==> src/spio_pkg.sv <==
/*
  Shared parallel I/O port package: register map, reset values, bus carriers.
  Assumes a single core clock domain and an AXI4-Lite register master.
*/
`default_nettype none
package spio_pkg;
  // Port geometry
  localparam int NPORT = 5;
  localparam int PW = 16;
  // Register word indices, byte address four times these: direction, level, latch per port
  localparam logic [11:0] PORT_BASE = 12'h2C6;
  localparam logic [11:0] PORT_STRIDE = 12'h006;
  localparam logic [11:0] OFS_DIR = 12'h000;
  localparam logic [11:0] OFS_LVL = 12'h002;
  localparam logic [11:0] OFS_LAT = 12'h004;
  // Analog pin configuration register, word aligned at an offset of our own
  localparam logic [11:0] ANALOG_CFG_OFS = 12'h300;
  // Implemented bit masks per port (ports B..F)
  localparam logic [NPORT*PW-1:0] IMPL_MASK = {16'h000C, 16'h013F, 16'h0003, 16'hE000, 16'h003F};
  // Reset values
  localparam logic [PW-1:0] LAT_RST = 16'h0000;
  localparam logic [PW-1:0] ANALOG_RST = 16'h0000;
  // Bus responses
  localparam logic [1:0] RESP_OKAY = 2'h0;
  localparam logic [1:0] RESP_SLVERR = 2'h2;
  // Register selectors
  typedef enum logic [1:0] {
    SPIO_SEL_DIR = 2'b00,
    SPIO_SEL_LVL = 2'b01,
    SPIO_SEL_LAT = 2'b10,
    SPIO_SEL_NONE = 2'b11
  } spio_sel_t;
  // Decoded register access
  typedef struct packed {
    logic hit;
    logic analog;
    logic [2:0] port;
    spio_sel_t sel;
  } spio_dec_t;
  // Per-port pad side bundle
  typedef struct packed {
    logic [PW-1:0] o;
    logic [PW-1:0] oe;
  } spio_pad_t;
endpackage : spio_pkg
`default_nettype wire

==> src/spio_sync.sv <==
/*
  Two-flop synchroniser bank for asynchronous pad levels.
  Assumes the inputs may change at any time relative to core_clk.
*/
`timescale 1ns/1ps
`default_nettype none
module spio_sync #(
  parameter int W = 16
) (
  // Clock and reset
  input wire logic core_clk,
  input wire logic rst_b,
  // Data
  input wire logic [W-1:0] d,
  output logic [W-1:0] q
);
  logic [W-1:0] meta_r;
  logic [W-1:0] sync_r;

  // First stage feeds only the second stage
  always_ff @(posedge core_clk) begin
    if (!rst_b) begin
      meta_r <= '0;
      sync_r <= '0;
    end else begin
      meta_r <= d;
      sync_r <= meta_r;
    end
  end

  assign q = sync_r;
endmodule : spio_sync
`default_nettype wire

==> src/spio_pad_mux.sv <==
/*
  Output ownership multiplexer pair for one port's pads.
  Assumes peripheral enables come from logic on the same clock.
*/
`timescale 1ns/1ps
`default_nettype none
module spio_pad_mux (
  // Port side
  input wire logic [15:0] port_o,
  input wire logic [15:0] port_oe,
  // Peripheral side
  input wire logic [15:0] periph_drive,
  input wire logic [15:0] periph_o,
  // Pad side
  output logic [15:0] pad_o,
  output logic [15:0] pad_oe
);
  // Peripheral wins where it drives, otherwise the port owns the pad
  assign pad_o = (periph_drive & periph_o) | (~periph_drive & port_o);
  assign pad_oe = periph_drive | port_oe;
endmodule : spio_pad_mux
`default_nettype wire

==> src/spio_top.sv <==
/*
  Shared parallel I/O ports B..F with AXI4-Lite register access.
  Assumes pads are asynchronous, peripherals and bus share core_clk.
*/
// The AXI4-Lite register port and the register offsets were decided locally.
// Operation
// - Actively driving peripheral disables the port output driver; pin still readable.
// - Enabled but idle peripheral lets the port drive the pin.
// - Direction bit 1 means input with driver off, 0 means output.
// - Any reset sets all implemented direction bits to input.
// - Latch register reads the latch and writes the latch.
// - Level register reads sampled pins; writing it stores into the latch.
// - Unimplemented bits read zero in latch, direction and level.
// - Input-only shared pins are plain port pins driven only by the port.
// - Per pad, multiplexer pair gives peripheral priority for data and enable.
// - Analog-configured pins read zero from the level register.
`timescale 1ns/1ps
`default_nettype none
module spio_top (
  // Clock and reset
  input wire logic core_clk,
  input wire logic rst_b,
  // AXI4-Lite write address
  input wire logic [11:0] s_axi_awaddr,
  input wire logic s_axi_awvalid,
  output logic s_axi_awready,
  // AXI4-Lite write data
  input wire logic [31:0] s_axi_wdata,
  input wire logic [3:0] s_axi_wstrb,
  input wire logic s_axi_wvalid,
  output logic s_axi_wready,
  // AXI4-Lite write response
  output logic [1:0] s_axi_bresp,
  output logic s_axi_bvalid,
  input wire logic s_axi_bready,
  // AXI4-Lite read address
  input wire logic [11:0] s_axi_araddr,
  input wire logic s_axi_arvalid,
  output logic s_axi_arready,
  // AXI4-Lite read data
  output logic [31:0] s_axi_rdata,
  output logic [1:0] s_axi_rresp,
  output logic s_axi_rvalid,
  input wire logic s_axi_rready,
  // Pads, five ports of sixteen bits
  input wire logic [spio_pkg::NPORT*16-1:0] pad_i,
  output logic [spio_pkg::NPORT*16-1:0] pad_o,
  output logic [spio_pkg::NPORT*16-1:0] pad_oe,
  // Shared peripherals
  input wire logic [spio_pkg::NPORT*16-1:0] periph_drive,
  input wire logic [spio_pkg::NPORT*16-1:0] periph_o,
  // Analog selection seen by the converter
  output logic [15:0] analog_pin_sel
);
  localparam int NP = spio_pkg::NPORT;

  // Address decode shared by read and write channels
  function automatic spio_pkg::spio_dec_t dec(input logic [11:0] a);
    spio_pkg::spio_dec_t d;
    logic [11:0] idx;
    logic [11:0] rel;
    d = '0;
    d.sel = spio_pkg::SPIO_SEL_NONE;
    // Offsets are word indices; the byte address on the bus is four times the index
    idx = {2'b00, a[11:2]};
    rel = idx - spio_pkg::PORT_BASE;
    if (a[1:0] != 2'b00) begin
      // A byte address inside a word decodes to nothing and answers with an error
      d.hit = 1'b0;
    end else if (idx == spio_pkg::ANALOG_CFG_OFS) begin
      d.hit = 1'b1;
      d.analog = 1'b1;
    end else begin
      for (int p = 0; p < NP; p++) begin
        if (rel == 12'(p) * spio_pkg::PORT_STRIDE + spio_pkg::OFS_DIR) begin
          d.hit = 1'b1;
          d.port = 3'(p);
          d.sel = spio_pkg::SPIO_SEL_DIR;
        end else if (rel == 12'(p) * spio_pkg::PORT_STRIDE + spio_pkg::OFS_LVL) begin
          d.hit = 1'b1;
          d.port = 3'(p);
          d.sel = spio_pkg::SPIO_SEL_LVL;
        end else if (rel == 12'(p) * spio_pkg::PORT_STRIDE + spio_pkg::OFS_LAT) begin
          d.hit = 1'b1;
          d.port = 3'(p);
          d.sel = spio_pkg::SPIO_SEL_LAT;
        end
      end
    end
    return d;
  endfunction : dec

  // Byte lanes of the low halfword that a write may change
  // Lanes two and three carry no register bits and are ignored
  function automatic logic [15:0] lane_mask(input logic [3:0] s);
    return {{8{s[1]}}, {8{s[0]}}};
  endfunction : lane_mask

  // Port state
  // Direction, latch and analog registers; level views are combinational
  logic [15:0] pin_direction_reg_r [NP];
  logic [15:0] output_latch_reg_r [NP];
  logic [15:0] analog_pin_config_reg_r;
  logic [15:0] pin_sync [NP];
  logic [15:0] pin_level [NP];

  // Write channel state
  // Address and data are parked until both halves have arrived
  logic aw_held_r;
  logic w_held_r;
  logic [11:0] aw_addr_r;
  logic [31:0] w_data_r;
  logic [3:0] w_strb_r;
  logic bvalid_r;
  logic [1:0] bresp_r;
  logic do_write;
  spio_pkg::spio_dec_t wdec;
  logic [15:0] wval;
  logic [15:0] wmask;
  logic wr_dir;
  logic wr_lat;
  logic wr_ana;

  // Read channel state
  // Read value is decoded in the cycle the address is taken
  logic rvalid_r;
  logic [1:0] rresp_r;
  logic [31:0] rdata_r;
  spio_pkg::spio_dec_t rdec;
  logic [15:0] rval;

  // Per-port pad logic, sampling and ownership
  for (genvar g = 0; g < NP; g++) begin : g_port
    logic [15:0] mask;
    logic [15:0] port_oe;
    assign mask = spio_pkg::IMPL_MASK[g*16 +: 16];
    // Pad levels are asynchronous: two flops before anything reads them
    spio_sync #(.W(16)) u_sync (
      .core_clk(core_clk),
      .rst_b(rst_b),
      .d(pad_i[g*16 +: 16]),
      .q(pin_sync[g])
    );
    // Level view: unimplemented and analog pins read zero; analog ports are port B
    if (g == 0) begin : g_an
      assign pin_level[g] = pin_sync[g] & mask & ~analog_pin_config_reg_r;
    end else begin : g_dig
      assign pin_level[g] = pin_sync[g] & mask;
    end
    // Direction 0 drives; input-only shared pins see only the port here
    assign port_oe = ~pin_direction_reg_r[g] & mask;
    spio_pad_mux u_mux (
      .port_o(output_latch_reg_r[g] & mask),
      .port_oe(port_oe),
      .periph_drive(periph_drive[g*16 +: 16] & mask),
      .periph_o(periph_o[g*16 +: 16]),
      .pad_o(pad_o[g*16 +: 16]),
      .pad_oe(pad_oe[g*16 +: 16])
    );
  end

  // Converter sees the analog selection straight from its register
  assign analog_pin_sel = analog_pin_config_reg_r;

  // Write address and data are taken independently, in either order
  // A held half refuses a second one until the register has been written and its response taken
  assign s_axi_awready = !aw_held_r && !bvalid_r;
  assign s_axi_wready = !w_held_r && !bvalid_r;
  assign do_write = aw_held_r && w_held_r && !bvalid_r;
  assign wdec = dec(aw_addr_r);
  assign wval = w_data_r[15:0];
  // Bits this write may change: strobed byte lanes, implemented pins only
  assign wmask = lane_mask(w_strb_r) & spio_pkg::IMPL_MASK[wdec.port*16 +: 16];
  // One strobe per register so each process below owns a single concern
  assign wr_dir = do_write && wdec.hit && !wdec.analog &&
    (wdec.sel == spio_pkg::SPIO_SEL_DIR);
  assign wr_lat = do_write && wdec.hit && !wdec.analog &&
    (wdec.sel == spio_pkg::SPIO_SEL_LVL || wdec.sel == spio_pkg::SPIO_SEL_LAT);
  assign wr_ana = do_write && wdec.hit && wdec.analog;

  // Capture write address
  // The address waits here until its data arrives, in either order
  always_ff @(posedge core_clk) begin
    if (!rst_b) begin
      aw_held_r <= 1'b0;
      aw_addr_r <= 12'h000;
    end else if (s_axi_awvalid && s_axi_awready) begin
      aw_held_r <= 1'b1;
      aw_addr_r <= s_axi_awaddr;
    end else if (do_write) begin
      aw_held_r <= 1'b0;
    end
  end

  // Capture write data
  // Strobes travel with the data so a late address still sees them
  always_ff @(posedge core_clk) begin
    if (!rst_b) begin
      w_held_r <= 1'b0;
      w_data_r <= 32'h00000000;
      w_strb_r <= 4'h0;
    end else if (s_axi_wvalid && s_axi_wready) begin
      w_held_r <= 1'b1;
      w_data_r <= s_axi_wdata;
      w_strb_r <= s_axi_wstrb;
    end else if (do_write) begin
      w_held_r <= 1'b0;
    end
  end

  // Direction bits: reset makes every implemented pin an input
  always_ff @(posedge core_clk) begin
    if (!rst_b) begin
      for (int p = 0; p < NP; p++) begin
        pin_direction_reg_r[p] <= spio_pkg::IMPL_MASK[p*16 +: 16];
      end
    end else if (wr_dir) begin
      pin_direction_reg_r[wdec.port] <= (pin_direction_reg_r[wdec.port] & ~wmask) |
        (wval & wmask);
    end
  end

  // Output latch: level and latch writes both land here
  always_ff @(posedge core_clk) begin
    if (!rst_b) begin
      for (int p = 0; p < NP; p++) begin
        output_latch_reg_r[p] <= spio_pkg::LAT_RST;
      end
    end else if (wr_lat) begin
      output_latch_reg_r[wdec.port] <= (output_latch_reg_r[wdec.port] & ~wmask) |
        (wval & wmask);
    end
  end

  // Analog selection: all sixteen bits stored, byte strobes honoured
  always_ff @(posedge core_clk) begin
    if (!rst_b) begin
      analog_pin_config_reg_r <= spio_pkg::ANALOG_RST;
    end else if (wr_ana) begin
      analog_pin_config_reg_r <= (analog_pin_config_reg_r & ~lane_mask(w_strb_r)) |
        (wval & lane_mask(w_strb_r));
    end
  end

  // Write response, one cycle after both halves are held
  // An unmapped address still answers, with an error code and no effect
  always_ff @(posedge core_clk) begin
    if (!rst_b) begin
      bvalid_r <= 1'b0;
      bresp_r <= spio_pkg::RESP_OKAY;
    end else if (do_write) begin
      bvalid_r <= 1'b1;
      bresp_r <= wdec.hit ? spio_pkg::RESP_OKAY : spio_pkg::RESP_SLVERR;
    end else if (s_axi_bready) begin
      bvalid_r <= 1'b0;
    end
  end

  // Response outputs straight from their flops
  assign s_axi_bvalid = bvalid_r;
  assign s_axi_bresp = bresp_r;

  // Read path: value selected by decoded register
  // Decode straight from the bus address; the answer is registered below
  assign rdec = dec(s_axi_araddr);
  always_comb begin
    rval = 16'h0000;
    if (rdec.analog) begin
      rval = analog_pin_config_reg_r;
    end else if (rdec.sel == spio_pkg::SPIO_SEL_DIR) begin
      rval = pin_direction_reg_r[rdec.port];
    end else if (rdec.sel == spio_pkg::SPIO_SEL_LVL) begin
      rval = pin_level[rdec.port];
    end else if (rdec.sel == spio_pkg::SPIO_SEL_LAT) begin
      rval = output_latch_reg_r[rdec.port];
    end
  end

  // One read at a time: the next address waits until the answer is taken
  assign s_axi_arready = !rvalid_r;

  // Read data registered, answer one cycle after the address is taken
  // Unmapped reads answer zero with an error code
  always_ff @(posedge core_clk) begin
    if (!rst_b) begin
      rvalid_r <= 1'b0;
      rresp_r <= spio_pkg::RESP_OKAY;
      rdata_r <= 32'h00000000;
    end else if (s_axi_arvalid && s_axi_arready) begin
      rvalid_r <= 1'b1;
      rresp_r <= rdec.hit ? spio_pkg::RESP_OKAY : spio_pkg::RESP_SLVERR;
      rdata_r <= {16'h0000, rval};
    end else if (s_axi_rready) begin
      rvalid_r <= 1'b0;
    end
  end

  // Read outputs straight from their flops
  assign s_axi_rvalid = rvalid_r;
  assign s_axi_rresp = rresp_r;
  assign s_axi_rdata = rdata_r;
endmodule : spio_top
`default_nettype wire

==> config.mk <==
export PLATFORM = sky130hd
export DESIGN_NAME = spio_top
export DESIGN_NICKNAME = d
export VERILOG_FILES = /design/src/spio_pkg.sv /design/src/spio_sync.sv /design/src/spio_pad_mux.sv /design/src/spio_top.sv
export SDC_FILE = /design/constraint.sdc
export NUM_CORES = 1
export LEC_CHECK = 0
export BUFFER_PORTS_ARGS = -buffer_cell sky130_fd_sc_hd__buf_4
export CELL_PAD_IN_SITES_DETAIL_PLACEMENT = 1
export CELL_PAD_IN_SITES_GLOBAL_PLACEMENT = 2
export CORE_UTILIZATION = 32
export DETAILED_ROUTE_END_ITERATION = 8
export GPL_TIMING_DRIVEN = 0
export PLACE_DENSITY_LB_ADDON = 0.25
export SYNTH_ARGS = -nofsm -noshare
export SYNTH_HDL_FRONTEND = slang
export SYNTH_SLANG_ARGS = --single-unit
==> constraint.sdc <==
create_clock -name core_clk -period 13.1 [get_ports core_clk]
set_clock_uncertainty 0.1 [all_clocks]
set_input_delay 2.62 -clock core_clk [delete_from_list [all_inputs] [get_ports core_clk]]
set_output_delay 2.62 -clock core_clk [all_outputs]
set_load 0.01 [all_outputs]
==> impl_metrics.ini, run 1 <==
[timing]
maxSlewViolCount = 8
hold_viol = 0
rsz0062_at_grt = false
relSlewSlack_pct = -5.622
setup_viol = 0
period_share_pct = 52.57
fin_ws_ps = 6214
max_freq_mhz = 145.2
worstMarginPinSlew_ps = 1564
setup_tns_ps = 0
post-route-min-period_ps = 6886

[floorplanning]
fp.dieH_um = 224.2
die_area_um2 = 50270
initial_core_util_pct = 32.35
rows = 81
die_width_um = 224.2
ioPinCount = 524
core_um2 = 48850

[clocking]
cts.root.buffer_cell = clkbuf_16
clock_latency_ps = 600
cts_resized = 0
cts_sinks = 269
cts_post_setup_buffers_inserted = 0
cts_made_buffers = 31
hold_buffers = 0
cts.clk_slew.worst_paths_ps = 60
cts_htree_levels = 1
cts_max_path_buffers = 3
tritoncts = built

[logic_synthesis]
synth-seq-area-share_pct = 44.28
yosysTopAreaCell = edfxtp_1
ys_types = 96
ys_warn_count = 0
async_flop_share_pct = 0
synth-main-ff-cell = edfxtp_1
synth_edf_count = 161
postSynthAreaPerCell_um2 = 9.284
yosys-top-cells-area = edfxtp_1 31%, dfxtp_1 14%, buf_4 6.7%
synth_seq_cells = 269
postSynthCellCount = 1702
syn-cell-area_um2 = 15800
synth_top_area_share_pct = 30.60

[detailed_routing]
wl_per_cell_um = 25.80
drt-initial-drc-count = 1443
viasPerCell = 5.376
ant_nets = 0
finalWirelength_mm = 70.96
dr.pass1.iters = 5
via_count = 14780
drc = 0

[worst_setup_path]
rr_startpoint = aw_addr_r[4]$_SDFFE_PN0P_
worstPathRequired_ps = 13540
ff2ff_path_depth = 14
cp-end-kind = flip-flop
regToRegSetupSlack_ps = 7180
timing.rr.end = pin_direction_reg_r[4][1]$_SDFFCE_PN0P_
path_max_fanout = 10
crit_type = input pin to flip-flop
startpoint_type = input pin
cp_data_arrival_time_ps = 7330

[placed_design]
gp_congestion = 0.9723
dp_cells = 2691
numPortBuffers = 187
dp_hpwl_mm = 53.42
dp_slack_ps = 5767

[power]
ir_drop_uv = 109.6
switching_share_pct = 26.48
p_seq_share_pct = 42.9
switchingPower_w = 0.0005928
p_int_w = 0.001646
p_clk_share_pct = 44.5
combPwrFrac_pct = 12.6
p_per_area_nw_per_um2 = 113.4
leakagePower_nw = 7.828

[layout]
area_growth_pct = 24.97
final_util_pct = 40.43
drive_gt1_share_pct = 27.00
nNetsFinal = 2374
final_cell_mix = 329 x buf_4, 198 x nand2_1, 161 x edfxtp_1
multi_input_area_um2 = 7654
seqCellArea_um2 = 6997
nFillCells = 5788
final_cells = 2750
final_common_cell = buf_4

[global_route]
grt_pass1_vias = 14520
track_usage_pct = 27.38
antenna_found_initial = 1
grt_pass1_wl_mm = 99.93
grt_overflow = 0
grt_max_degree = 17

[hold_path]
hp-start = g_port[3].u_sync.meta_r[1]$_SDFF_PN0_
hold_path.class = flip-flop to flip-flop
whs_path_depth = 1
hold_end = g_port[3].u_sync.q[1]$_SDFF_PN0_

[flow_run]
maxCapViolations = 2

[outcome]
violations = max-capacitance violations, max-slew violations
status = finished, violations left
-- power by group through the flow --
stage	Sequential [W]	Combinational [W]	Clock, W
6_report	0.000961	0.000283	0.000995
5_1_grt	0.000963	0.000304	0.00103
3_5_place_dp	0.000978	0.000277	0
2_1_floorplan	0.000963	0.000173	0
4_1_cts	0.000960	0.000278	0.000998
3_3_place_gp	0.000977	0.000273	0
-- sequential cells by signal, summed over array words and instances, names as in the netlist, named ones only --
signal,cells
aw_addr_r,12
s_axi_bvalid,1
w_strb_r,2
g_port.u_sync.q,20
pin_direction_reg_r,81
s_axi_bresp,1
s_axi_rdata,16
w_data_r,16
g_port.u_sync.meta_r,20
aw_held_r,1
s_axi_rvalid,1
output_latch_reg_r,80
s_axi_rresp,1
w_held_r,1
-- kinds of logic after synthesis --
group,share of synthesized area (%)
compound gates,18.06
xor+xnor,0.5543
fa+ha+maj,0.5543
buf+inv,10.63
flops,44.28
mux,4.798
other cells,0.02373
simple gates,21.09
-- worst max-delay path, stage by stage --
cell	delay [ps]
buf_4	150
ha_1	280
clkbuf_1	260
xnor2_1	410
nand2b_1	200
a21oi_1	740
nand2_1	520
clkbuf_1	480
a2111oi_0	1300
a2111oi_1	150
a21oi_1	200
-- area by class of cell --
cell class | instances | area share, %
timing repair buffer | 187 | 7.109
clock buffer | 39 | 4.657
buffer | 247 | 8.072
tap | 664 | 4.207
clock inverter | 19 | 1.318
antenna | 1 | 0.01267
multi-input combinational | 1301 | 38.76
inverter | 23 | 0.4372
sequential | 269 | 35.43
-- through the flow --
step	cell area, um^2	hold slack, ps	power [W]
finish	19750	332.7	0.002239
global route	19750	354.9	0.002295
CTS	19730	336.3	0.002236
detailed placement	18550	321.8	0.001255
global placement	18550	321.0	0.001250
floorplan	16320	311.9	0.001136
-- worst max-delay path by stage --
stage	start	end	depth (start not counted)
after global placement	s_axi_araddr[3]	s_axi_rdata[4]$_SDFFE_PN0P_	11
after global routing	s_axi_araddr[3]	s_axi_rdata[4]$_SDFFE_PN0P_	11
after CTS	s_axi_araddr[3]	s_axi_rdata[4]$_SDFFE_PN0P_	11
after floorplan	periph_drive[0]	pad_o[0]	1
after detailed placement	s_axi_araddr[3]	s_axi_rdata[4]$_SDFFE_PN0P_	11
final	s_axi_araddr[3]	s_axi_rdata[4]$_SDFFE_PN0P_	11
-- layer usage --
layer  vias up  GRT usage (%)  wire length, um
li1       6590              -                -
met1      7286          37.72            31000
met2       760          41.72            30650
met3       146          4.624             5886
met4         2          12.86             3405
met5         -              0               13
-- cell usage after synthesis, types with 10 or more instances --
master / n
a2111oi_0: 10
a211oi_1: 23
a21oi_1: 119
a221oi_1: 16
and2_1: 46
buf_2: 38
buf_4: 142
buf_6: 10
clkbuf_1: 52
dfxtp_1: 108
edfxtp_1: 161
inv_1: 21
mux2_2: 21
mux2i_1: 51
nand2_1: 198
nand2b_1: 43
nand3_1: 54
nor2_1: 158
nor2_2: 56
nor2b_1: 12
nor3_1: 41
o211ai_1: 15
o21ai_0: 77
o221a_2: 13
o31ai_1: 13
o32ai_2: 10
or3_1: 18
(Power assumes the default switching activity.)
==> run 2, diff against run 1 <==
--- a/config.mk
+++ b/config.mk
@@ -8,7 +8,7 @@
 export BUFFER_PORTS_ARGS = -buffer_cell sky130_fd_sc_hd__buf_4
 export CELL_PAD_IN_SITES_DETAIL_PLACEMENT = 1
 export CELL_PAD_IN_SITES_GLOBAL_PLACEMENT = 2
-export CORE_UTILIZATION = 32
+export CORE_UTILIZATION = 30
 export DETAILED_ROUTE_END_ITERATION = 8
 export GPL_TIMING_DRIVEN = 0
 export PLACE_DENSITY_LB_ADDON = 0.25
==> constraint.sdc (replaced) <==
create_clock -name core_clk -period 6.6 [get_ports core_clk]
set_clock_uncertainty 0.1 [all_clocks]
set_input_delay 1.32 -clock core_clk [delete_from_list [all_inputs] [get_ports core_clk]]
set_output_delay 1.32 -clock core_clk [all_outputs]
set_load 0.01 [all_outputs]
==> impl_metrics.ini, run 2 (synthesized netlist as in run 1, its figures left out) <==
[worst_setup_path]
path_max_fanout = 12
startpoint = aw_addr_r[4]$_SDFFE_PN0P_
regToRegSetupSlack_ps = 680
rr_startpoint = aw_addr_r[4]$_SDFFE_PN0P_
startpoint_type = flip-flop
crit_buf_inv = 2
crit_type = flip-flop to flip-flop
cp.depth = 15
ff2ff_path_depth = 15
cpPeakStageDelay_ps = 1090
timing.rr.end = pin_direction_reg_r[0][2]$_SDFFCE_PN1P_
critPathTopFamily = compound AO/OA/AOI/OAI gates
worstPathRequired_ps = 6760
timing.critical_path.cells = ha_1 -> buf_2 -> xor2_1 -> mux2i_1 -> nand4b_1 -> o31a_1 -> nor2_1 -> buf_2 -> ha_1 -> nand2b_1 -> a41oi_1 -> a31oi_2 -> nor2_1 -> a41o_1 -> nand2_1
slowest_stage = a41oi_1
cp-end-kind = flip-flop
timing.critical_path.to = pin_direction_reg_r[0][2]$_SDFFCE_PN1P_
cp_data_arrival_time_ps = 6080

[clocking]
tritoncts = built
cts.root.buffer_cell = clkbuf_16
hold_buffers = 0
cts.clk_slew.worst_paths_ps = 60
cts_max_path_buffers = 3
cts_htree_levels = 2
cts_sinks = 269
clock_latency_ps = 560
cts_resized = 0
cts_made_buffers = 34
cts_post_setup_buffers_inserted = 0

[flow_run]
maxCapViolations = 1

[layout]
area_growth_pct = 24.73
largest_register = pin_direction_reg_r
antennaDiodeCount = 0
largest_reg_flops = 81
nFillCells = 6031
nNetsFinal = 2377
final_cells = 2766
final_cell_mix = 329 x buf_4, 198 x nand2_1, 161 x edfxtp_1
final_cell_area_um2 = 19710
drive_gt1_share_pct = 26.56
final_common_cell = buf_4
top_regs = pin_direction_reg_r (81), output_latch_reg_r (80)

[global_route]
grt_max_degree = 17
grt_overflow = 0
grt_pass1_vias = 14600
track_usage_pct = 26.84
antenna_found_initial = 3
grt_pass1_wl_mm = 103.5

[outcome]
violations = max-capacitance violations
status = finished, violations left

[detailed_routing]
ant_nets = 0
wl_per_cell_um = 26.52
drc = 0
viasPerCell = 5.356
drt-initial-drc-count = 1441
dr.pass1.iters = 5
finalWirelength_mm = 73.35
via_count = 14820

[floorplanning]
core_um2 = 51720
die_area_um2 = 53590
rows = 83
ioPinCount = 524
die_width_um = 231.5
initial_core_util_pct = 30.55
fp.dieH_um = 231.5

[timing]
rsz0062_at_grt = false
relSlewSlack_pct = 0.8772
post-route-min-period_ps = 5924
maxSlewViolCount = 0
hold_viol = 0
max_freq_mhz = 168.8
worstMarginPinSlew_ps = 1468
period_share_pct = 89.76
setup_tns_ps = 0
setup_viol = 0

[power]
leakagePower_nw = 7.819
switching_share_pct = 26.63
p_int_w = 0.003229
p_seq_share_pct = 43.4
p_per_area_nw_per_um2 = 223.3
switchingPower_w = 0.001172
ir_drop_uv = 134.3
combPwrFrac_pct = 12.9
p_clk_share_pct = 43.7

[placed_design]
placed_cell_area_um2 = 18570
numPortBuffers = 187
dp_cells = 2707
gp_congestion = 0.9537
dp_hpwl_mm = 55.08

[hold_path]
hold_path.class = flip-flop to flip-flop
hp-start = g_port[3].u_sync.meta_r[0]$_SDFF_PN0_
run 2: cell types whose count changed in the layout (fill, tap and decap cells not counted), sizes merged:
cell | previous run | this run
bufinv | 5 | 2
clkbuf | 91 | 100
clkinv | 4 | 6
clkinvlp | 5 | 0
diode | 1 | 0
inv | 28 | 26
run 2: through the flow:
step	util (%)	total power [W]	hold WS (ps)	setup slack, ps
after global routing	38.11	0.004535	349.9	468.0
after CTS	38.11	0.004408	333.8	792.0
after detailed placement	35.91	0.002499	320.7	693.5
after floorplan	-	0.002255	311.9	2408
after global placement	35.91	0.002489	319.0	667.9
final	38.11	0.004401	337.2	675.5
run 2: area by class of cell:
| type | count | area [um^2] | area share [%] |
|---|---|---|---|
| repair buffers | 187 | 1404 | 7.123 |
| flip-flops and latches | 269 | 6997 | 35.50 |
| well taps | 680 | 850.8 | 4.317 |
| inverters | 23 | 86.33 | 0.4380 |
| multi-input cells | 1301 | 7642 | 38.78 |
| clock buffers | 48 | 1010 | 5.123 |
| clock inverters | 11 | 125.1 | 0.6348 |
| plain buffers | 247 | 1594 | 8.088 |
run 2: worst reg2reg max path, cell delays in order (launching register included):
cell      delay (ps)
dfxtp_1          440
ha_1             180
buf_2            200
xor2_1           580
mux2i_1          280
nand4b_1         250
o31a_1           270
nor2_1           180
buf_2            500
ha_1             330
nand2b_1         130
a41oi_1         1090
a31oi_2          460
nor2_1           230
a41o_1           300
nand2_1          100
run 2: power by group through the flow:
stage	Sequential, W	Combinational (W)	Clock [W]
2_1_floorplan	0.00191	0.000343	0
3_3_place_gp	0.00194	0.000549	0
3_5_place_dp	0.00194	0.000556	0
4_1_cts	0.00191	0.000559	0.00194
5_1_grt	0.00191	0.000612	0.00201
6_report	0.00191	0.000567	0.00192
run 2: worst min-delay path by stage:
| stage | to | slack [ps] | depth (start not counted) |
|---|---|---|---|
| 2_1_floorplan | g_port[0].u_sync.q[0]$_SDFF_PN0_ | 310 | 1 |
| 3_3_place_gp | g_port[4].u_sync.q[2]$_SDFF_PN0_ | 320 | 1 |
| 3_5_place_dp | g_port[4].u_sync.q[2]$_SDFF_PN0_ | 320 | 1 |
| 4_1_cts | g_port[3].u_sync.q[0]$_SDFF_PN0_ | 330 | 1 |
| 5_1_grt | g_port[3].u_sync.q[4]$_SDFF_PN0_ | 350 | 1 |
| 6_report | g_port[3].u_sync.q[0]$_SDFF_PN0_ | 340 | 1 |
run 2: per-layer routing:
| layer | wire length, um | vias up | track usage, % |
|---|---|---|---|
| met5 | 27 | - | 0 |
| met4 | 3762 | 4 | 13.60 |
| met3 | 5835 | 159 | 5.266 |
| met2 | 31190 | 748 | 39.75 |
| met1 | 32540 | 7326 | 36.89 |
| li1 | - | 6579 | - |
